### src/pkg/sle_pkg.sv
package sle_pkg;
	localparam int unsigned DW = 16;
	localparam logic [3:0] SP_IDX = 4'hf;
	localparam logic [15:0] STK_FLOOR = 16'h0800;
	localparam logic [15:0] SP_RESET = 16'h0800;
	localparam logic [15:0] STK_STEP = 16'h0002;
	localparam logic [15:0] OFS_SP = 16'h001e;
	localparam logic [15:0] OFS_STACK_LIMIT_REGISTER = 16'h0020;
	localparam logic [15:0] OFS_BSR = 16'h0750;
	localparam logic [15:0] OFS_SSR = 16'h0752;
	localparam int unsigned CTL_W = 3;
	localparam int unsigned BIT_LOCK = 0;
	localparam int unsigned BIT_IRD = 1;
	localparam int unsigned BIT_IWR = 2;
	localparam logic [CTL_W-1:0] CTL_RESET = 3'h0;
	localparam int unsigned FILE_AW = 13;
	localparam int unsigned LIT_S_W = 5;
	localparam int unsigned LIT_L_W = 10;
	localparam int unsigned PCH_W = 7;

	typedef enum logic [3:0] {
		M_FILE,
		M_DIRECT,
		M_IND,
		M_POST,
		M_PRE,
		M_INDEX,
		M_LITOFS,
		M_LIT5,
		M_LIT10
	} sle_mode_t;

	typedef enum logic [1:0] {
		PUSH_DATA,
		PUSH_CALL_HI,
		PUSH_EXC_HI
	} sle_push_t;
endpackage

### src/design/sle_unit.sv
`timescale 1ns/1ps
// What this block does
// - working register fifteen doubles as stack pointer
// - pointer names next free word, grows upward
// - push writes then increments, pop decrements then reads
// - call push clears top bit of word
// - exception push puts status byte above pc
// - stack limit has no reset value
// - stack limit bit zero forced to zero
// - stack pointer addresses compared against limit
// - push at limit passes, next one traps
// - stack address below floor traps underflow
// - boot secure ram only for boot code on indirect accesses; direct ones are not checked
// - segment secure ram only for secure code on indirect accesses; direct ones are not checked
// - control registers three bits, reset zero
// - control registers absent on smallest variant
// - file direct address thirteen bits wide
// - operand one direct, operand two varied
// - literals are five or ten bits wide
// - indirect mode uses pointer unchanged
// - post-modify uses pointer, then adjusts it
// - pre-modify adjusts pointer, then uses it
// - indexed adds base, literal offset adds literal
module sle_unit
	import sle_pkg::*;
#(
	parameter bit          HAS_SEC = 1'b1,
	parameter logic [15:0] BRAM_LO = 16'h0800,
	parameter logic [15:0] BRAM_HI = 16'h08ff,
	parameter logic [15:0] SRAM_LO = 16'h0900,
	parameter logic [15:0] SRAM_HI = 16'h09ff
) (
	input  wire logic                  mclk,
	input  wire logic                  resetn,
	input  wire logic [15:0]           reg_addr,
	input  wire logic [15:0]           reg_wdata,
	input  wire logic                  reg_wr,
	input  wire logic                  reg_rd,
	output logic [15:0]                reg_rdata,
	input  wire logic                  ea_req,
	input  wire sle_pkg::sle_mode_t    ea_mode,
	input  wire logic [3:0]            ea_ptr_sel,
	input  wire logic [15:0]           ea_ptr_val,
	input  wire logic [15:0]           ea_base_val,
	input  wire logic [3:0]            ea_op1_sel,
	input  wire logic [9:0]            ea_lit,
	input  wire logic signed [4:0]     ea_mod,
	input  wire logic [12:0]           ea_faddr,
	input  wire logic                  ea_is_wr,
	output logic [15:0]                ea_addr_q,
	output logic                       ea_valid_q,
	output logic [15:0]                ea_lit_q,
	output logic                       ea_lit_valid_q,
	output logic [3:0]                 ea_op1_q,
	output logic [15:0]                ea_wb_val_q,
	output logic                       ea_wb_en_q,
	input  wire logic                  stk_push,
	input  wire logic                  stk_pop,
	input  wire sle_pkg::sle_push_t    stk_kind,
	input  wire logic [15:0]           stk_data,
	input  wire logic [6:0]            pc_hi,
	input  wire logic [7:0]            status_low_byte,
	output logic [15:0]                mem_addr_q,
	output logic [15:0]                mem_wdata_q,
	output logic                       mem_we_q,
	output logic                       mem_re_q,
	output logic [15:0]                sp_q,
	output logic                       stk_err_trap_q,
	input  wire logic                  acc_req,
	input  wire logic                  acc_wr,
	input  wire logic                  acc_ind,
	input  wire logic [15:0]           acc_addr,
	input  wire logic                  exec_boot,
	input  wire logic                  exec_secure,
	output logic                       acc_deny_q
);
	import sle_pkg::*;

	if (BRAM_LO > BRAM_HI || SRAM_LO > SRAM_HI ||
	    !(BRAM_HI < SRAM_LO || SRAM_HI < BRAM_LO)) begin : g_chk
		$error("secure ram windows must be ordered and disjoint");
	end

	logic [15:1]       stack_limit_register_hi;
	logic [15:0]       stack_limit_register;
	logic [CTL_W-1:0]  bsr_q;
	logic [CTL_W-1:0]  ssr_q;
	logic [15:0]       ptr;
	logic [15:0]       ea_d;
	logic [15:0]       wb_d;
	logic              wb_en_d;
	logic [15:0]       lit_d;
	logic              lit_en_d;
	logic              ea_on_d;
	logic [15:0]       sp_d;
	logic              sp_upd;
	logic [15:0]       chk_addr;
	logic              chk_on;
	logic              err_d;
	logic [15:0]       push_word;
	logic [15:0]       mod_ext;
	logic              stk_op;
	logic              uses_sp;

	// bit zero is never stored, so no alignment slip can reach it
	assign stack_limit_register = {stack_limit_register_hi, 1'b0};

	// no reset branch: limit stays unknown until software loads it
	always_ff @(posedge mclk) begin
		if (reg_wr && reg_addr == OFS_STACK_LIMIT_REGISTER) begin
			stack_limit_register_hi <= reg_wdata[15:1];
		end
	end

	// the lock bit freezes a control register until the next reset
	always_ff @(posedge mclk or negedge resetn) begin
		if (!resetn) begin
			bsr_q <= CTL_RESET;
			ssr_q <= CTL_RESET;
		end else if (HAS_SEC && reg_wr) begin
			if (reg_addr == OFS_BSR && !bsr_q[BIT_LOCK]) begin
				bsr_q <= reg_wdata[CTL_W-1:0];
			end
			if (reg_addr == OFS_SSR && !ssr_q[BIT_LOCK]) begin
				ssr_q <= reg_wdata[CTL_W-1:0];
			end
		end
	end

	always_ff @(posedge mclk or negedge resetn) begin
		if (!resetn) begin
			reg_rdata <= 16'h0000;
		end else if (reg_rd) begin
			unique case (reg_addr)
				OFS_SP: reg_rdata <= sp_q;
				OFS_STACK_LIMIT_REGISTER: reg_rdata <= stack_limit_register;
				OFS_BSR: reg_rdata <= HAS_SEC ?
				    {13'h0000, bsr_q} : 16'h0000;
				OFS_SSR: reg_rdata <= HAS_SEC ?
				    {13'h0000, ssr_q} : 16'h0000;
				default: reg_rdata <= 16'h0000;
			endcase
		end else begin
			reg_rdata <= 16'h0000;
		end
	end

	assign stk_op = stk_push || stk_pop;
	assign uses_sp = ea_ptr_sel == SP_IDX;
	assign ptr = uses_sp ? sp_q : ea_ptr_val;
	assign mod_ext = {{11{ea_mod[4]}}, ea_mod};

	// high word of pc pushes: bit 15 stays clear for calls
	always_comb begin
		unique case (stk_kind)
			PUSH_CALL_HI: push_word = {9'h000, pc_hi};
			PUSH_EXC_HI: push_word = {status_low_byte, 1'b0, pc_hi};
			default: push_word = stk_data;
		endcase
	end

	// a stack op takes the cycle; an address request beside it is dropped
	always_comb begin
		ea_d = 16'h0000;
		wb_d = ptr;
		wb_en_d = 1'b0;
		lit_d = 16'h0000;
		lit_en_d = 1'b0;
		ea_on_d = 1'b0;
		if (ea_req && !stk_op) begin
			ea_on_d = 1'b1;
			unique case (ea_mode)
				M_FILE: ea_d = {3'h0, ea_faddr};
				M_DIRECT: ea_on_d = 1'b0;
				M_IND: ea_d = ptr;
				M_POST: begin
					ea_d = ptr;
					wb_d = ptr + mod_ext;
					wb_en_d = 1'b1;
				end
				M_PRE: begin
					ea_d = ptr + mod_ext;
					wb_d = ptr + mod_ext;
					wb_en_d = 1'b1;
				end
				M_INDEX: ea_d = ptr + ea_base_val;
				M_LITOFS: ea_d = ptr + {6'h00, ea_lit};
				M_LIT5: begin
					ea_on_d = 1'b0;
					lit_d = {11'h000, ea_lit[LIT_S_W-1:0]};
					lit_en_d = 1'b1;
				end
				M_LIT10: begin
					ea_on_d = 1'b0;
					lit_d = {6'h00, ea_lit[LIT_L_W-1:0]};
					lit_en_d = 1'b1;
				end
				default: ea_on_d = 1'b0;
			endcase
		end
	end

	// stack moves and pointer write-backs through register fifteen
	always_comb begin
		sp_d = sp_q;
		sp_upd = 1'b0;
		chk_addr = ea_d;
		chk_on = 1'b0;
		if (stk_push) begin
			chk_addr = sp_q;
			sp_d = sp_q + STK_STEP;
			sp_upd = 1'b1;
			chk_on = 1'b1;
		end else if (stk_pop) begin
			chk_addr = sp_q - STK_STEP;
			sp_d = sp_q - STK_STEP;
			sp_upd = 1'b1;
			chk_on = 1'b1;
		end else if (ea_on_d && uses_sp && ea_mode != M_FILE) begin
			chk_on = 1'b1;
			if (wb_en_d) begin
				sp_d = {wb_d[15:1], 1'b0};
				sp_upd = 1'b1;
			end
		end
	end

	// overflow and underflow share one request line
	assign err_d = chk_on && (chk_addr > stack_limit_register ||
	    chk_addr < STK_FLOOR);

	// a core update of the pointer beats a register write
	always_ff @(posedge mclk or negedge resetn) begin
		if (!resetn) begin
			sp_q <= SP_RESET;
		end else if (sp_upd) begin
			sp_q <= sp_d;
		end else if (reg_wr && reg_addr == OFS_SP) begin
			sp_q <= {reg_wdata[15:1], 1'b0};
		end
	end

	always_ff @(posedge mclk or negedge resetn) begin
		if (!resetn) begin
			stk_err_trap_q <= 1'b0;
		end else begin
			stk_err_trap_q <= err_d;
		end
	end

	always_ff @(posedge mclk or negedge resetn) begin
		if (!resetn) begin
			mem_addr_q <= 16'h0000;
			mem_wdata_q <= 16'h0000;
			mem_we_q <= 1'b0;
			mem_re_q <= 1'b0;
		end else begin
			mem_we_q <= stk_push;
			mem_re_q <= stk_pop && !stk_push;
			if (stk_op) begin
				mem_addr_q <= chk_addr;
			end
			if (stk_push) begin
				mem_wdata_q <= push_word;
			end
		end
	end

	always_ff @(posedge mclk or negedge resetn) begin
		if (!resetn) begin
			ea_addr_q <= 16'h0000;
			ea_valid_q <= 1'b0;
			ea_lit_q <= 16'h0000;
			ea_lit_valid_q <= 1'b0;
			ea_op1_q <= 4'h0;
			ea_wb_val_q <= 16'h0000;
			ea_wb_en_q <= 1'b0;
		end else begin
			ea_valid_q <= ea_on_d;
			ea_lit_valid_q <= lit_en_d;
			ea_wb_en_q <= wb_en_d && !uses_sp;
			if (ea_req && !stk_op) begin
				ea_addr_q <= ea_d;
				ea_lit_q <= lit_d;
				ea_op1_q <= ea_op1_sel;
				ea_wb_val_q <= wb_d;
			end
		end
	end

	logic in_b;
	logic in_s;
	logic deny_d;

	assign in_b = acc_addr >= BRAM_LO && acc_addr <= BRAM_HI;
	assign in_s = acc_addr >= SRAM_LO && acc_addr <= SRAM_HI;

	// only indirect accesses are policed; direct ones bypass the window
	always_comb begin
		deny_d = 1'b0;
		if (HAS_SEC && acc_req && acc_ind) begin
			if (in_b && !exec_boot) begin
				deny_d = acc_wr ? bsr_q[BIT_IWR] : bsr_q[BIT_IRD];
			end
			if (in_s && !exec_secure) begin
				deny_d = acc_wr ? ssr_q[BIT_IWR] : ssr_q[BIT_IRD];
			end
		end
	end

	always_ff @(posedge mclk or negedge resetn) begin
		if (!resetn) begin
			acc_deny_q <= 1'b0;
		end else begin
			acc_deny_q <= deny_d;
		end
	end

	logic [15:0] pre_sum;
	assign pre_sum = ea_ptr_val + mod_ext;
endmodule

### config.mk
export PLATFORM = sky130hd
export DESIGN_NAME = sle_unit
export DESIGN_NICKNAME = d
export VERILOG_FILES = /design/src/pkg/sle_pkg.sv /design/src/design/sle_unit.sv
export SDC_FILE = /design/constraint.sdc
export NUM_CORES = 1
export LEC_CHECK = 0
export BUFFER_PORTS_ARGS = -buffer_cell sky130_fd_sc_hd__buf_2
export CORE_UTILIZATION = 25
export CTS_CLUSTER_DIAMETER = 80
export CTS_CLUSTER_SIZE = 8
export DETAILED_ROUTE_END_ITERATION = 10
export GPL_ROUTABILITY_DRIVEN = 0
export PLACE_DENSITY = 0.51
export SYNTH_ARGS = -nofsm -noshare
export SYNTH_HDL_FRONTEND = slang
export SYNTH_SLANG_ARGS = --single-unit
### constraint.sdc
create_clock -name mclk -period 5 [get_ports mclk]
set_clock_uncertainty 0.1 [all_clocks]
set_input_delay 0.5 -clock mclk [delete_from_list [all_inputs] [get_ports mclk]]
set_output_delay 0.5 -clock mclk [all_outputs]
set_load 0.01 [all_outputs]
==> results.cfg <==
[outcome]
outcome = finished with violations
violations = negative hold slack

[die]
fp-row-count = 70
boundaryPins = 289
die_w_um = 196
chipHeight_um = 196
start_util = 0.256
coreArea_mm2 = 0.0369
die_area_mm2 = 0.0385

[cells_and_area]
fill_cells = 3898
stdcell_count = 1941
post-route-util = 0.340
area_growth_pct = 33.1
final_net_count = 1639
layout-drive-gt1-share = 0.329

[clock_tree]
cts.clk_slew.worst_paths_ns = 0.06
cts.path.max_buffers = 2
clock-sinks = 137
numCtsBuffers = 17
cts_tree = yes
h-tree-depth = 4
insertion_delay_ns = 0.45
cts_root_buf = clkbuf_16

[power_and_ir_drop]
power.internal_w = 0.00254
total_power_w = 0.00397
clockPowerShare = 0.329
pwr-share-comb = 0.333
ir_worst_vdd_mv = 0.224
p_sw_w = 0.00143
seqPwrFrac = 0.338
p_leak_nw = 6.05
power_density_mw_per_mm2 = 316
switching_share = 0.359

[route]
drt_pass1_iterations = 7
postRouteAntennaNets = 0
drcViolationCount = 0
vias_per_cell = 4.93
vias = 9565
routedWlPerCell_um = 19.2
drt_iter0_drc = 703
routed_wl_um = 37400

[sta]
rsz0062_at_grt = no
fmax_mhz = 211
tightestPinTransition_ns = 1.09
fin_ws_ns = 0.260
holdWs_ns = -0.0197
finalCritPeriodShare = 0.948
layout_min_cycle_time_ns = 4.74
timing.final.hold_violations = 8
max_slew_margin = 0.271
report.final.setup_viol = 0
drv_slew = 0

[yosys]
synth.most_common_cell = nand2_1
syn_area_mm2 = 0.00943
yosys.area.top_type_share = 0.321
synth_adder_area_share = 0.0692
synth_xor_xnor_area_share = 0.0306
yosys-top-cells-area = dfrtp_1 32%, ha_1 6.5%, nand2_1 5.8%
ys_seq_elements = 137
postSynthAreaPerCell_um2 = 8.62
synth_edf_count = 15
synthMuxAreaShare = 0.0497
synthFlopType = dfrtp_1
synth_seq_area_share = 0.372
synthArstFlopShare = 0.891
synth-compound-area-share = 0.225
yosys.area_share.simple = 0.201
yosysTopAreaCell = dfrtp_1
synth_top_family_by_area = compound AO/OA/AOI/OAI gates
synth_cell_types = 87
netlist_instances = 1094
ys_warn_count = 0
ys_top_cells_by_count = 145 x nand2_1, 121 x dfrtp_1, 88 x nor2_1, 85 x a21oi_1, 71 x o21ai_0

[placed_design]
io_buffers = 272
placedCellCount = 1907
dp_slack_ns = -0.178
dp_hpwl_um = 29600

[worst_setup_path]
crit_slowest_cell = o41a_1
cpMostUsedCell = nor2_1
critPathCaptureType = flop
reg2reg_from = sp_q[1]$_DFFE_PN0P_
cp-start-kind = input pin
reg2reg_to = stk_err_trap_q$_DFF_PN0_
crit_arrival_ns = 4.98
required_ns = 5.24
worstPathCellList = buf_2, nor2b_1, and3b_2, buf_12, mux2_2, ha_1, a21oi_1, o22ai_1, nor4_1, a21oi_1, xnor2_1, nor2_1, o41a_1, a2bb2oi_2, ha_1, nand4_1, nor2_1, nand2_1, nor4_1, buf_4, nor2_1, o21ai_0, buf_4, o31ai_4
slowest_delay_ns = 0.39
r2r_cells = 21
reg2reg_slack_ns = 0.36
path_class = input pin to flop
worst-path-max-fanout = 14

[grt]
grt_pass1_vias = 9288
grt_util_all_layers = 0.195
grt_pass1_wl_um = 55900
grt_overflow = 0
grt_antenna_before_repair = 5
grt_max_degree = 81

[min_path]
hp-class = input pin to async pin

[job]
drv_cap = 0
## how the worst max path moves through the flow
stage	endpoint	slack, ns	depth (start not counted)	startpoint
after detailed placement	stk_err_trap_q$_DFF_PN0_	-0.18	25	ea_ptr_sel[2]
final	stk_err_trap_q$_DFF_PN0_	0.26	24	ea_mode[3]
after global routing	stk_err_trap_q$_DFF_PN0_	0.04	24	ea_mode[2]
after floorplan	stk_err_trap_q$_DFF_PN0_	0.07	23	ea_mode[2]
after global placement	stk_err_trap_q$_DFF_PN0_	-0.14	26	ea_mode[3]
after CTS	stk_err_trap_q$_DFF_PN0_	0.26	24	ea_mode[3]
## stage by stage
step	hold slack (ns)	setup TNS [ns]	instance area [um^2]
2_1_floorplan	0.104	0	9450
3_3_place_gp	0.356	-0.138	11900
3_5_place_dp	0.359	-0.178	11900
4_1_cts	0.0492	0	12500
5_1_grt	0.0576	0	12500
6_report	-0.0197	0	12600
## critical path: cells and delay by family
family,cells,cell delay (ns)
buf+inv,4,0.57
simple gates,9,1.43
fa+ha+maj,2,0.72
compound gates,7,1.23
xor+xnor,1,0.18
mux,1,0.35
## cell type report
cell class                      instances  area [um^2]  share of cell area
Timing Repair Buffer                  376         2160               0.172
Clock buffer                           19          443              0.0353
Clock inverter                         13          144              0.0115
Inverter                               45          169              0.0135
Tap cell                              504          631              0.0502
Sequential cell                       137         3500               0.279
Multi-Input combinational cell        845         5500               0.438
Antenna cell                            2         5.00            0.000399
## routing by layer
layer | part of all wire | vias to the layer above | GRT usage
met3 | 0.080 | 37 | 0.0550
met2 | 0.47 | 339 | 0.317
li1 | - | 4609 | -
met1 | 0.44 | 4574 | 0.255
met5 | 0.0012 | - | 0
met4 | 0.013 | 6 | 0.0448
## cells in the final DEF (no fill, tap or decap), types with 6 or more instances in the layout
cell / netlist / final
o22ai_1: 19 / 19
nand4_1: 11 / 11
and3_1: 16 / 16
a211oi_1: 6 / 6
a222oi_1: 9 / 9
dfrtp_1: 121 / 121
a21oi_1: 85 / 83
mux2_2: 27 / 27
nand3_1: 21 / 21
a31oi_1: 18 / 18
buf_4: 8 / 103
buf_2: 14 / 271
o21ai_0: 71 / 71
nand2_1: 145 / 144
a22o_1: 10 / 10
and2_1: 10 / 10
o221ai_1: 7 / 7
xor2_1: 9 / 9
clkbuf_16: 0 / 17
ha_1: 49 / 49
a221oi_1: 6 / 6
xnor2_1: 24 / 24
o21a_1: 6 / 6
nor2b_1: 26 / 26
a21o_1: 16 / 15
nand2b_1: 9 / 9
conb_1: 1 / 7
nor2_1: 88 / 88
mux2i_1: 15 / 15
a22oi_1: 19 / 19
inv_1: 44 / 44
a221o_1: 8 / 8
edfxtp_1: 15 / 15
nor3_1: 19 / 17
## power by group through the flow
stage / clock, W / sequential, W / combinational [W]
finish: 0.00130 / 0.00134 / 0.00132
floorplan: 0 / 0.00140 / 0.000680
detailed placement: 0 / 0.00136 / 0.00132
global route: 0.00138 / 0.00136 / 0.00146
global placement: 0 / 0.00136 / 0.00130
CTS: 0.00134 / 0.00134 / 0.00132
## sequential cells by signal (all words and copies together) (netlist names), 3 cells and up
signal,count
ea_op1_q,4
bsr_q,3
stack_limit_register_hi,15
mem_addr_q,16
ea_wb_val_q,16
mem_wdata_q,16
ssr_q,3
sp_q,15
ea_addr_q,16
reg_rdata,16
ea_lit_q,10
## what timing repair did
item,4_1_cts,5_1_grt
resized for setup,0,8
hold buffers,0,0
buffers inserted,0,0
setup endpoints to repair,0,1
hold endpoints to repair,0,0
## cells by family (layout without fill, tap and decap cells)
logic type / count (synthesis) / in the layout
adders and majority gates: 51 / 51
xor gates and xnor gates: 33 / 33
and+or+nand+nor: 389 / 389
DFF: 137 / 137
AOI/OAI and AO/OA: 322 / 322
other: 1 / 9
buffers and inverters: 118 / 453
muxes: 43 / 43
(Power assumes the default switching activity.)
